$ cat src/common/cfm_pkg.sv
// package: clock fault monitor constants, tables and carrier types
package cfm_pkg;

  // monitored channels
  localparam int NUM_IN  = 4;
  localparam int NUM_PLL = 4;
  localparam int NUM_DEF = NUM_IN + NUM_PLL;
  localparam int DEF_W   = 3;
  // defect vector layout: inputs low, plls high
  localparam int LOSS_BASE   = 0;
  localparam int UNLOCK_BASE = NUM_IN;

  // core clock and the validation timer base tick
  localparam int CORE_CLK_HZ  = 20_000_000;
  localparam int TICK_TIME_US = 1000;
  localparam int TICK_CYC     = CORE_CLK_HZ / 1_000_000 * TICK_TIME_US;

  // validation wait times, counted in base ticks
  localparam int VAL_W = 10;
  localparam logic [VAL_W-1:0] VAL_TIME_2MS_MS   = 10'h002;
  localparam logic [VAL_W-1:0] VAL_TIME_100MS_MS = 10'h064;
  localparam logic [VAL_W-1:0] VAL_TIME_200MS_MS = 10'h0c8;
  localparam logic [VAL_W-1:0] VAL_TIME_1S_MS    = 10'h3e8;
  localparam logic [1:0] VAL_SEL_2MS   = 2'h0;
  localparam logic [1:0] VAL_SEL_100MS = 2'h1;
  localparam logic [1:0] VAL_SEL_200MS = 2'h2;
  localparam logic [1:0] VAL_SEL_1S    = 2'h3;

  // lock-loss ppm levels, in tenths of ppm
  localparam int PPM10_W = 16;
  localparam logic [PPM10_W-1:0] PPM10_0P2  = 16'h0002;
  localparam logic [PPM10_W-1:0] PPM10_0P4  = 16'h0004;
  localparam logic [PPM10_W-1:0] PPM10_2    = 16'h0014;
  localparam logic [PPM10_W-1:0] PPM10_4    = 16'h0028;
  localparam logic [PPM10_W-1:0] PPM10_20   = 16'h00c8;
  localparam logic [PPM10_W-1:0] PPM10_40   = 16'h0190;
  localparam logic [PPM10_W-1:0] PPM10_200  = 16'h07d0;
  localparam logic [PPM10_W-1:0] PPM10_400  = 16'h0fa0;
  localparam logic [PPM10_W-1:0] PPM10_2000 = 16'h4e20;
  localparam logic [PPM10_W-1:0] PPM10_4000 = 16'h9c40;
  localparam int PPM_SCALE  = 10_000_000;
  localparam int GATE_EDGES = 10_000_000;
  localparam int CNT_W      = 26;

  // config field widths
  localparam int PER_W     = 16;
  localparam int EDGE_W    = 8;
  localparam int SETTLE_W  = 8;
  localparam int SET_SEL_W = 4;
  localparam int CLR_SEL_W = 2;

  typedef struct packed {
    logic [PER_W-1:0]  exp_period;
    logic [EDGE_W-1:0] trig_edges;
    logic [EDGE_W-1:0] clear_edges;
    logic [1:0]        val_sel;
  } cfm_in_cfg_t;

  typedef struct packed {
    logic [SET_SEL_W-1:0] set_sel;
    logic [CLR_SEL_W-1:0] clr_sel;
    logic [SETTLE_W-1:0]  settle_win;
  } cfm_pll_cfg_t;

  typedef struct packed {
    logic               or_mode;
    logic [DEF_W-1:0]   sel;
    logic [NUM_DEF-1:0] mask;
  } cfm_flex_cfg_t;

  typedef enum logic [2:0] {
    CFM_ST_OK    = 3'h1,
    CFM_ST_LOST  = 3'h2,
    CFM_ST_VALID = 3'h4
  } cfm_loss_st_t;

endpackage

$ cat src/core/cfm_loss_mon.sv
// missing-edge clock loss monitor for one divided input clock
`timescale 1ns/100ps
`default_nettype none
module cfm_loss_mon (
  input  wire logic                 core_clk_i,
  input  wire logic                 rst_i,
  input  wire logic                 tick_i,
  input  wire logic                 edge_i,
  input  wire cfm_pkg::cfm_in_cfg_t cfg_i,
  output logic                      loss_o,
  output logic                      loss_rise_o
);
  import cfm_pkg::*;

  typedef struct packed {
    cfm_loss_st_t      st;
    logic [PER_W-1:0]  per_cnt;
    logic [EDGE_W-1:0] miss_run;
    logic [VAL_W-1:0]  val_cnt;
    logic              loss;
  } cfm_lm_state_t;

  // start lost: nothing is known about the clock until it validates
  localparam cfm_lm_state_t LM_RST = '{st: CFM_ST_LOST, loss: 1'b1, default: '0};

  cfm_lm_state_t     st_ff;
  cfm_lm_state_t     nxt_st;
  logic [PER_W:0]    per_inc;

  function automatic logic [VAL_W-1:0] val_limit(input logic [1:0] sel);
    case (sel)
      VAL_SEL_2MS:   val_limit = VAL_TIME_2MS_MS;
      VAL_SEL_100MS: val_limit = VAL_TIME_100MS_MS;
      VAL_SEL_200MS: val_limit = VAL_TIME_200MS_MS;
      default:       val_limit = VAL_TIME_1S_MS;
    endcase
  endfunction

  // next state: missing-edge run, then loss state machine
  always_comb begin
    nxt_st  = st_ff;
    per_inc = {1'b0, st_ff.per_cnt} + 1'b1;
    // one missing edge per expected period without an edge
    if (edge_i) begin
      nxt_st.per_cnt  = '0;
      nxt_st.miss_run = '0;
    end else if (per_inc >= {1'b0, cfg_i.exp_period}) begin
      nxt_st.per_cnt = '0;
      if (st_ff.miss_run != '1) begin
        nxt_st.miss_run = st_ff.miss_run + 1'b1;
      end
    end else begin
      nxt_st.per_cnt = per_inc[PER_W-1:0];
    end
    case (st_ff.st)
      CFM_ST_OK: begin
        if (nxt_st.miss_run >= cfg_i.trig_edges) begin
          nxt_st.st = CFM_ST_LOST;
        end
      end
      CFM_ST_LOST: begin
        // an edge means the clock is back; the run restarts from zero
        if (edge_i) begin
          nxt_st.st      = CFM_ST_VALID;
          nxt_st.val_cnt = '0;
        end
      end
      CFM_ST_VALID: begin
        if (nxt_st.miss_run >= cfg_i.clear_edges) begin
          nxt_st.st = CFM_ST_LOST;
        end else if (tick_i) begin
          if (st_ff.val_cnt + 1'b1 >= val_limit(cfg_i.val_sel)) begin
            nxt_st.st = CFM_ST_OK;
          end else begin
            nxt_st.val_cnt = st_ff.val_cnt + 1'b1;
          end
        end
      end
      default: begin
        nxt_st.st = CFM_ST_LOST;
      end
    endcase
    nxt_st.loss = (nxt_st.st != CFM_ST_OK);
  end

  // state register
  always_ff @(posedge core_clk_i) begin
    if (rst_i) begin
      st_ff <= LM_RST;
    end else begin
      st_ff <= nxt_st;
    end
  end

  // rise is early by design so the sticky bit lands with the live bit
  assign loss_o      = st_ff.loss;
  assign loss_rise_o = nxt_st.loss & ~st_ff.loss;

endmodule
`default_nettype wire

$ cat src/core/cfm_top.sv
// clock fault monitor: input loss, pll lock loss, sticky notify, alarm pins, irq
//
// Overview of operation
// - live status bit high only during defect
// - enabled sticky notify latches on first defect
// - notify holds until host clears it
// - alarm pin: one notify or OR set
// - masked notify bits drive interrupt pin
// - input monitors watch divided input clocks
// - four independent missing-edge loss monitors
// - loss when missing run reaches trigger
// - recovered when run stays below clear
// - loss drops after validation time passes
// - unlock when ref and fb frequencies differ
// - ten selectable set thresholds in ppm
// - four selectable clear thresholds, hysteresis
// - unlock drops after clean settling windows
// - unlock reported as status, notify, pins
// - status and notify visible to host
`timescale 1ns/100ps
`default_nettype none
module cfm_top #(
  parameter int TICK_CYC_P   = cfm_pkg::TICK_CYC,
  parameter int GATE_EDGES_P = cfm_pkg::GATE_EDGES,
  parameter int NUM_FLEX     = 4
) (
  input  wire logic                                          core_clk_i,
  input  wire logic                                          rst_i,
  input  wire logic [cfm_pkg::NUM_IN-1:0]                    clk_input_i,
  input  wire logic [cfm_pkg::NUM_PLL-1:0]                   pll_ref_clk_i,
  input  wire logic [cfm_pkg::NUM_PLL-1:0]                   pll_fb_clk_i,
  input  wire cfm_pkg::cfm_in_cfg_t [cfm_pkg::NUM_IN-1:0]    in_cfg_i,
  input  wire cfm_pkg::cfm_pll_cfg_t [cfm_pkg::NUM_PLL-1:0]  pll_cfg_i,
  input  wire cfm_pkg::cfm_flex_cfg_t [NUM_FLEX-1:0]         flex_cfg_i,
  input  wire logic [cfm_pkg::NUM_DEF-1:0]                   notify_en_i,
  input  wire logic [cfm_pkg::NUM_DEF-1:0]                   notify_clr_i,
  input  wire logic [cfm_pkg::NUM_DEF-1:0]                   irq_mask_i,
  output logic [cfm_pkg::NUM_IN-1:0]                         input_loss_flag_o,
  output logic [cfm_pkg::NUM_PLL-1:0]                        pll_unlock_flag_o,
  output logic [cfm_pkg::NUM_DEF-1:0]                        notify_o,
  output logic [NUM_FLEX-1:0]                                programmable_alarm_pin_o,
  output logic                                               irq_out_n_o
);
  import cfm_pkg::*;

  localparam int SYNC_W = NUM_IN + 2 * NUM_PLL;
  localparam int TICK_W = $clog2(TICK_CYC_P + 1);
  localparam logic [TICK_W-1:0] TICK_LAST = TICK_W'(TICK_CYC_P - 1);
  localparam logic [CNT_W-1:0]  GATE_C    = CNT_W'(GATE_EDGES_P);
  localparam logic [CNT_W-1:0]  GATE_LAST = CNT_W'(GATE_EDGES_P - 1);

  // parameter sanity
  if (TICK_CYC_P < 1) begin : g_chk_tick
    $error("tick divider must be at least one cycle");
  end
  if (GATE_EDGES_P < 1 || GATE_EDGES_P >= 2 ** (CNT_W - 2)) begin : g_chk_gate
    $error("gate length does not fit the frequency counters");
  end
  if (NUM_FLEX < 1) begin : g_chk_flex
    $error("at least one alarm pin is needed");
  end

  typedef struct packed {
    logic [SYNC_W-1:0]                  sync1;
    logic [SYNC_W-1:0]                  sync2;
    logic [SYNC_W-1:0]                  sync3;
    logic [TICK_W-1:0]                  tick_cnt;
    logic                               tick;
    logic [NUM_PLL-1:0][CNT_W-1:0]      ref_cnt;
    logic [NUM_PLL-1:0][CNT_W-1:0]      fb_cnt;
    logic [NUM_PLL-1:0][SETTLE_W-1:0]   settle_cnt;
    logic [NUM_PLL-1:0]                 unlock;
    logic [NUM_DEF-1:0]                 notify;
    logic [NUM_FLEX-1:0]                flex;
    logic                               irq_n;
  } cfm_top_state_t;

  // irq pin is active low, so it idles high out of reset
  localparam cfm_top_state_t TOP_RST = '{irq_n: 1'b1, default: '0};

  cfm_top_state_t                 st_ff;
  cfm_top_state_t                 nxt_st;
  logic [SYNC_W-1:0]              rise;
  logic [NUM_IN-1:0]              in_edge;
  logic [NUM_PLL-1:0]             ref_edge;
  logic [NUM_PLL-1:0]             fb_edge;
  logic [NUM_IN-1:0]              loss;
  logic [NUM_IN-1:0]              loss_rise;
  logic [NUM_PLL-1:0]             unl_rise;
  logic [NUM_DEF-1:0]             def_rise;
  logic [NUM_PLL-1:0][CNT_W-1:0]  fb_tot;
  logic [NUM_PLL-1:0][CNT_W-1:0]  diff;

  // frequency error limit in fb edges per gate of ref edges
  function automatic logic [CNT_W-1:0] ppm_cnt(input logic [PPM10_W-1:0] ppm10);
    logic [63:0] prod;
    prod    = 64'(GATE_EDGES_P) * 64'(ppm10) / 64'(PPM_SCALE);
    ppm_cnt = prod[CNT_W-1:0];
  endfunction

  // set threshold decode; codes above nine take the widest level
  function automatic logic [CNT_W-1:0] set_thr(input logic [SET_SEL_W-1:0] sel);
    case (sel)
      4'h0:    set_thr = ppm_cnt(PPM10_0P2);
      4'h1:    set_thr = ppm_cnt(PPM10_0P4);
      4'h2:    set_thr = ppm_cnt(PPM10_2);
      4'h3:    set_thr = ppm_cnt(PPM10_4);
      4'h4:    set_thr = ppm_cnt(PPM10_20);
      4'h5:    set_thr = ppm_cnt(PPM10_40);
      4'h6:    set_thr = ppm_cnt(PPM10_200);
      4'h7:    set_thr = ppm_cnt(PPM10_400);
      4'h8:    set_thr = ppm_cnt(PPM10_2000);
      default: set_thr = ppm_cnt(PPM10_4000);
    endcase
  endfunction

  // clear threshold decode
  function automatic logic [CNT_W-1:0] clr_thr(input logic [CLR_SEL_W-1:0] sel);
    case (sel)
      2'h0:    clr_thr = ppm_cnt(PPM10_0P2);
      2'h1:    clr_thr = ppm_cnt(PPM10_0P4);
      2'h2:    clr_thr = ppm_cnt(PPM10_2);
      default: clr_thr = ppm_cnt(PPM10_200);
    endcase
  endfunction

  // rising edges are taken only from the second and third sync stages
  assign rise     = st_ff.sync2 & ~st_ff.sync3;
  assign in_edge  = rise[NUM_IN-1:0];
  assign ref_edge = rise[NUM_IN +: NUM_PLL];
  assign fb_edge  = rise[NUM_IN + NUM_PLL +: NUM_PLL];

  // one loss monitor per divided input clock
  for (genvar k = 0; k < NUM_IN; k++) begin : g_loss
    cfm_loss_mon u_loss (
      .core_clk_i  (core_clk_i),
      .rst_i       (rst_i),
      .tick_i      (st_ff.tick),
      .edge_i      (in_edge[k]),
      .cfg_i       (in_cfg_i[k]),
      .loss_o      (loss[k]),
      .loss_rise_o (loss_rise[k])
    );
  end

  // next state
  always_comb begin
    nxt_st   = st_ff;
    fb_tot   = '0;
    diff     = '0;
    unl_rise = '0;
    def_rise = '0;

    // clocks are sampled at core rate, so each must stay below half of it
    nxt_st.sync1 = {pll_fb_clk_i, pll_ref_clk_i, clk_input_i};
    nxt_st.sync2 = st_ff.sync1;
    nxt_st.sync3 = st_ff.sync2;

    // base tick for the validation timers
    nxt_st.tick = 1'b0;
    if (st_ff.tick_cnt == TICK_LAST) begin
      nxt_st.tick_cnt = '0;
      nxt_st.tick     = 1'b1;
    end else begin
      nxt_st.tick_cnt = st_ff.tick_cnt + 1'b1;
    end

    // per pll: count fb edges over a gate of ref edges, then judge
    for (int p = 0; p < NUM_PLL; p++) begin
      // fb counter saturates so a runaway fb clock still reads as a large error
      if (fb_edge[p] && st_ff.fb_cnt[p] != '1) begin
        fb_tot[p] = st_ff.fb_cnt[p] + 1'b1;
      end else begin
        fb_tot[p] = st_ff.fb_cnt[p];
      end
      if (fb_tot[p] > GATE_C) begin
        diff[p] = fb_tot[p] - GATE_C;
      end else begin
        diff[p] = GATE_C - fb_tot[p];
      end
      nxt_st.fb_cnt[p] = fb_tot[p];
      if (ref_edge[p]) begin
        if (st_ff.ref_cnt[p] == GATE_LAST) begin
          nxt_st.ref_cnt[p] = '0;
          nxt_st.fb_cnt[p]  = '0;
          if (diff[p] > set_thr(pll_cfg_i[p].set_sel)) begin
            nxt_st.unlock[p]     = 1'b1;
            nxt_st.settle_cnt[p] = '0;
          end else if (st_ff.unlock[p]) begin
            if (diff[p] > clr_thr(pll_cfg_i[p].clr_sel)) begin
              // still outside the clear band: settling starts over
              nxt_st.settle_cnt[p] = '0;
            end else if (st_ff.settle_cnt[p] + 1'b1 >= pll_cfg_i[p].settle_win) begin
              nxt_st.unlock[p]     = 1'b0;
              nxt_st.settle_cnt[p] = '0;
            end else begin
              nxt_st.settle_cnt[p] = st_ff.settle_cnt[p] + 1'b1;
            end
          end
        end else begin
          nxt_st.ref_cnt[p] = st_ff.ref_cnt[p] + 1'b1;
        end
      end
      unl_rise[p] = nxt_st.unlock[p] & ~st_ff.unlock[p];
    end

    // sticky notify: a new set outranks a clear in the same cycle
    def_rise[LOSS_BASE +: NUM_IN]     = loss_rise;
    def_rise[UNLOCK_BASE +: NUM_PLL]  = unl_rise;
    nxt_st.notify = (st_ff.notify & ~notify_clr_i)
                  | (notify_en_i & def_rise);

    // alarm pins follow the new notify value with no extra lag
    for (int f = 0; f < NUM_FLEX; f++) begin
      if (flex_cfg_i[f].or_mode) begin
        nxt_st.flex[f] = |(nxt_st.notify & flex_cfg_i[f].mask);
      end else begin
        nxt_st.flex[f] = nxt_st.notify[flex_cfg_i[f].sel];
      end
    end

    // interrupt is the masked OR of notify, driven low when active
    nxt_st.irq_n = ~|(nxt_st.notify & irq_mask_i);
  end

  // state register
  always_ff @(posedge core_clk_i) begin
    if (rst_i) begin
      st_ff <= TOP_RST;
    end else begin
      st_ff <= nxt_st;
    end
  end

  // outputs straight from flops
  assign input_loss_flag_o        = loss;
  assign pll_unlock_flag_o        = st_ff.unlock;
  assign notify_o                 = st_ff.notify;
  assign programmable_alarm_pin_o = st_ff.flex;
  assign irq_out_n_o              = st_ff.irq_n;

endmodule
`default_nettype wire

$ cat config.mk
export PLATFORM = sky130hd
export DESIGN_NAME = cfm_top
export DESIGN_NICKNAME = d
export VERILOG_FILES = /design/src/common/cfm_pkg.sv /design/src/core/cfm_loss_mon.sv /design/src/core/cfm_top.sv
export SDC_FILE = /design/constraint.sdc
export NUM_CORES = 2
export LEC_CHECK = 0
export ABC_AREA = 0
export BUFFER_PORTS_ARGS = -buffer_cell sky130_fd_sc_hd__clkbuf_2
export CAP_MARGIN = 20
export CORE_MARGIN = 2
export CORE_UTILIZATION = 40
export CTS_CLUSTER_DIAMETER = 200
export CTS_CLUSTER_SIZE = 10
export DETAILED_ROUTE_END_ITERATION = 16
export PLACE_DENSITY_LB_ADDON = 0.2
export SKIP_LAST_GASP = 1
export SLEW_MARGIN = 5
export SYNTH_ARGS = -nofsm -noshare
export SYNTH_HDL_FRONTEND = slang
export SYNTH_SLANG_ARGS = --single-unit
export TNS_END_PERCENT = 30
$ cat constraint.sdc
create_clock -name core_clk_i -period 17.4 [get_ports core_clk_i]
set_input_delay 3.48 -clock core_clk_i [delete_from_list [all_inputs] [get_ports core_clk_i]]
set_output_delay 3.48 -clock core_clk_i [all_outputs]
set_load 0.05 [all_outputs]
# == Word-level counts from Yosys, hierarchy flattened ==
# Memories as Yosys holds them, arrays and structs flattened.
# Cells that the tools add are included.
# op_classes
n_mux,173
n_eq_ne,61
n_bitwise,27
reduce_logical,39
n_addsub,33
order_cmp,36
# op_table
operator,count
26-bit two-way mux,44
10-bit two-way mux,28
8-bit two-way mux,28
"26-bit by 1-bit adder with 26-bit output, second input constant",8
26-bit greater-than comparator,8
11-bit case mux with 3 select lines,4
10-bit case mux with 3 select lines,4
"26-bit by 24-bit == test with 1-bit output, second input constant",4
"26-bit by 24-bit greater-than comparator with 1-bit output, second input constant",4
"26-bit inequality test, second input constant",4
"24-bit by 26-bit subtractor with 26-bit output, first input constant",4
"26-bit by 24-bit subtractor with 26-bit output, second input constant",4
8-bit greater-or-equal comparator,12
10-bit case mux with 2 select lines,4
"16-bit by 1-bit adder with 17-bit output, second input constant",4
17-bit by 16-bit greater-or-equal comparator with 1-bit output,4
"8-bit by 1-bit adder with 8-bit output, second input constant",8
3-bit two-way mux,20
8-bit bitwise AND,7
"10-bit by 1-bit adder with 10-bit output, second input constant",4
10-bit greater-or-equal comparator,4
8-bit OR reduction,5
3-bit case mux with 3 select lines,4
1-bit two-way mux,33
other kinds (26),116
# word_totals
inputBits,278
romBits,896
out_inout_bits,21
mem_count,4
register_bits,461
# mem_list
memory,words,width,read_ports,rd_ports_with_merged_regs,wr,line,rtl
(name not given),16,14,1,0,0,cfm_top.sv:103,case (sel)
(name not given),16,14,1,0,0,cfm_top.sv:103,
(name not given),16,14,1,0,0,cfm_top.sv:103,
(name not given),16,14,1,0,0,cfm_top.sv:103,

# == Depth between registers and ports, before layout ==
# depth
word_depth,22
mapped_depth,35
mapped_depth_nobuf,34

# == By module ==
# From an unflattened synthesis, not the netlist that was laid out.
# unflattened
cells_unflattened,4648
hier_area_um2,36642.6
# modules_own_cells
mod,area_per_inst_um2,cells_each,seq_area_each_um2,instances
cfm_top,24843.8,3188,6185.9,1
cfm_loss_mon (g_loss[1].u_loss ...),2854.0,353,760.7,3
cfm_loss_mon (g_loss[0].u_loss),3236.9,401,760.7,1

# == Least setup slack after synthesis ==
# OpenSTA, ideal clock, no wires.
# synth_path
path_type,input to register
start,input port in_cfg_i[87] (netlist bit)
end,register st_ff (netlist bit programmable_alarm_pin_o[0])
arrival_time_ns,9.260
setup_slack_ns,8.007
stages,34
cell_sequence,inv_1 > ha_1 > nor2b_1 > o21a_1 > o21a_1 > o21a_1 > o21a_1 > o21a_1 > o21a_1 > o21ai_0 > a21oi_1 > o31a_1 > o21a_1 > o21ai_0 > a21oi_1 > xor2_1 > nand2b_1 > ha_1 > nand2b_1 > a21o_1 > a21oi_1 > nor2b_1 > o21ai_0 > nand2b_1 > a21oi_1 > nor2_1 > a2111oi_0 > nor2b_1 > o41ai_1 > a221o_1 > a221o_1 > a221o_1 > a221oi_1 > o32ai_1
# synth_between
elab_chain_cells,13
elab_cells_between_ends,17
# synth_lines
element,line,rtl
from (decl),cfm_top.sv:32,"input wire cfm_pkg::cfm_in_cfg_t [cfm_pkg::NUM_IN-1:0] in_cfg_i,"
17-bit by 16-bit greater-or-equal comparator with 1-bit output (*),cfm_loss_mon.sv:47,"end else if (per_inc >= {1'b0, cfg_i.exp_period}) begin"
8-bit two-way mux (*),cfm_loss_mon.sv:47,
8-bit two-way mux (*),cfm_loss_mon.sv:44,if (edge_i) begin
8-bit greater-or-equal comparator (on tied branches),"cfm_loss_mon.sv:69, cfm_loss_mon.sv:57",
3-bit two-way mux (on tied branches),"cfm_loss_mon.sv:69, cfm_loss_mon.sv:57",
3-bit case mux with 3 select lines (*),cfm_loss_mon.sv:55,case (st_ff.st)
3-bit by 1-bit inequality test with 1-bit output (*),cfm_loss_mon.sv:83,nxt_st.loss = (nxt_st.st != CFM_ST_OK);
1-bit bitwise AND (*),cfm_loss_mon.sv:97,assign loss_rise_o = nxt_st.loss & ~st_ff.loss;
8-bit bitwise AND (*),cfm_top.sv:211,| (notify_en_i & def_rise);
8-bit bitwise OR (*),cfm_top.sv:211,
1-bit binary-select mux with 3-bit select / 8-bit bitwise AND (equally long branches),"cfm_top.sv:218, cfm_top.sv:216",
1-bit two-way mux (implied by the code) / 8-bit OR reduction (equally long branches),"cfm_top.sv:218, cfm_top.sv:216",
1-bit two-way mux (*),cfm_top.sv:215,if (flex_cfg_i[f].or_mode) begin
to (signal assigned),cfm_top.sv:231,st_ff <= nxt_st;
to (decl),cfm_top.sv:81,cfm_top_state_t st_ff;
# Every way passes the cells marked *; elsewhere a longest branch is shown, timed or not. The select of a mux whose other input is x is not followed.
# A chain may end at the register's enable or synchronous reset.

# == Final worst setup path ==
# layout_path
start,input port in_cfg_i[87] (netlist bit)
end,register st_ff (netlist bit programmable_alarm_pin_o[3])
# Same word-level chain as after synthesis.

==> impl_metrics.ini <==
[worst_setup_path]
worstSetupPathType = in2reg
worstPathMaxFanout = 6
r2r_end = programmable_alarm_pin_o[1]
required_ns = 17.89
cp-end-kind = register
reg2reg_setup_slack_ns = 8.58
worstPathArrival_ns = 10.40
crit_start = in_cfg_i[87]
critPathMaxStageDelay_ns = 0.75
reg2reg_depth = 26
r2r_start = st_ff[144]
cp_slowest_cell = a2111oi_0
start_kind = primary input
crit_path_end = programmable_alarm_pin_o[3]
crit_top_cell = o21a_1

[floorplanning]
die_h_microns = 304
num_io_pins = 299
initial_core_util = 0.405
fp.dieArea_sq_um = 92200
rows = 109
die_x_microns = 304
coreArea_sq_um = 88600

[layout]
drive_gt1_frac = 0.0973
layout_commonest_cell = nor2_1
nets = 5455
syn_to_final_growth_pct = 10.7
finalInstanceArea_sq_um = 39800
final_cell_mix = nor2_1 (542), dfxtp_1 (461), nand2_1 (350), ha_1 (339), clkbuf_2 (298)

[drt]
vias = 33361
drc_errors = 0
drt-initial-drc-count = 2165
drtAntennaViolNets = 0
dr.pass1.iters = 5
viasPerCell = 5.55
wl_per_cell_microns = 17.3
wirelength_microns = 104000

[power]
leakage_nw = 17.1
power_per_cell_area_nw_per_um2 = 57.9
vdd_drop_max_uv = 71.4

[synthesis]
synth_edf_count = 0
yosys.area.top_type = dfxtp_1
ys_seq_area_frac = 0.257
synth_cell_types = 102
synth_area_per_cell_sq_um = 7.77
synth_top_area_share = 0.257
synthFlopType = dfxtp_1
synth-seq-cells = 461
async_reset_ff_frac = 0
syn_nets = 5239
syn_area_sq_um = 35900
netlist_top_cells_area = dfxtp_1 (26%), ha_1 (12%), nor2_1 (5.7%), xnor2_1 (4.9%), xor2_1 (4.8%)
yosys_warnings = 0
synthCells = 4622

[sta]
drv_slew = 0
min_period_ns = 9.91
fin_worst_skew_ns = 0.0402
finalCritPeriodShare = 0.569
slew-limit-headroom = 0.284
fin_tns_setup_ns = 0
finalHoldViolations = 0
hold_ws_ns = 0.433
rsz0062_at_grt = no
setup_violations = 0
fmax_mhz = 101
worst_pin_slew_ns = 1.07
postLayoutSetupSlackWorst_ns = 7.49

[clock_network]
post-cts-setup-buffers = 0
cts_tree = yes
clk-insertion-delay-late_ns = 0.63
path_clk_slew_ns = 0.07
cts.htree.levels = 2
root_buffer = clkbuf_16
clockBufferDepth = 3
cts_hold_buf = 0
cts_resized = 0
cts_buffers = 52
clock-sinks = 461

[placement]
portBuffers = 298
hpwl_microns = 81800
place_congestion = 0.918
pre_cts_slack_ns = 6.97
dpl_cell_area_sq_um = 38300

[grt]
grt_max_degree = 69
first_global_vias = 31430
grt_usage = 0.218
grt_pass1_wl_microns = 166000
grt_overflow = 0
antenna_found_initial = 18

[hold_path]
hold_class = reg2reg
hold_path_startpoint = nxt_st[288]

[job]
maxCapViolations = 0

[outcome]
status = finished clean
## synthesized netlist by cell type, types with 125 or more instances
library cell / count
nor2_1: 542
dfxtp_1: 461
nand2_1: 350
ha_1: 339
inv_1: 266
a21oi_1: 250
nand3_1: 201
xnor2_1: 201
xor2_1: 198
o21ai_0: 170
nor2b_1: 147
nand4_1: 132
and3_1: 125
## worst min path at each step
stage / cells past startpoint / slack (ns) / endpoint
2_1_floorplan: 1 / 0.41 / nxt_st[273]
3_3_place_gp: 1 / 0.42 / nxt_st[274]
3_5_place_dp: 1 / 0.43 / nxt_st[275]
4_1_cts: 1 / 0.44 / nxt_st[275]
5_1_grt: 1 / 0.46 / nxt_st[280]
6_report: 1 / 0.43 / nxt_st[276]
## worst max-delay path: cells and delay by family
kind	cells	cell delay [ns]
and+or+nand+nor	7	0.82
adders and majority gates	2	0.53
AOI/OAI and AO/OA	23	5.06
xor gates and xnor gates	1	0.21
buffers and inverters	3	0.27
## logic make-up after synthesis
family | Yosys count | share of synthesized area
DFF | 461 | 0.257
muxes | 79 | 0.0228
adders and majority gates | 341 | 0.119
and+or+nand+nor | 2038 | 0.294
AOI/OAI and AO/OA | 875 | 0.161
xor gates and xnor gates | 400 | 0.0977
buffers and inverters | 428 | 0.0488
## per-layer routing
layer | GRT usage | up-vias | share of wire
li1 | - | 16949 | -
met1 | 0.294 | 15434 | 0.47
met2 | 0.353 | 818 | 0.44
met3 | 0.0409 | 146 | 0.062
met4 | 0.0627 | 14 | 0.025
met5 | 0 | - | 0.00084
## power by group
part	internal (mW)	total, mW	switching, mW
sequential	1.06	1.07	0.00718
combinational	0.0997	0.240	0.141
clock	0.530	0.990	0.460
total	1.69	2.30	0.608
## metrics by stage
stage	utilization	cells	power [mW]
6_report	0.449	6014	2.30
5_1_grt	0.448	6012	2.41
4_1_cts	0.448	6004	2.34
3_5_place_dp	0.432	5947	1.33
3_3_place_gp	0.432	5947	1.33
2_1_floorplan	-	4622	1.24
## area by class of cell
class	count	area, sq um
fill	9037	48900
multi-input combinational	3733	25000
sequential	461	9230
timing repair buffer	323	1700
tap	1165	1460
clock buffer	53	1310
inverter	267	1000
clock inverter	4	75.1
antenna	8	20.0
## flip-flops by register name (all words and copies together) (netlist names)
register / cells
g_loss.u_loss.st_ff: 148
pll_unlock_flag_o: 4
g_loss.u_loss.loss_o: 4
nxt_st: 24
st_ff: 268
notify_o: 8
programmable_alarm_pin_o: 4
irq_out_n_o: 1
Power figures use the tool's default switching activity.
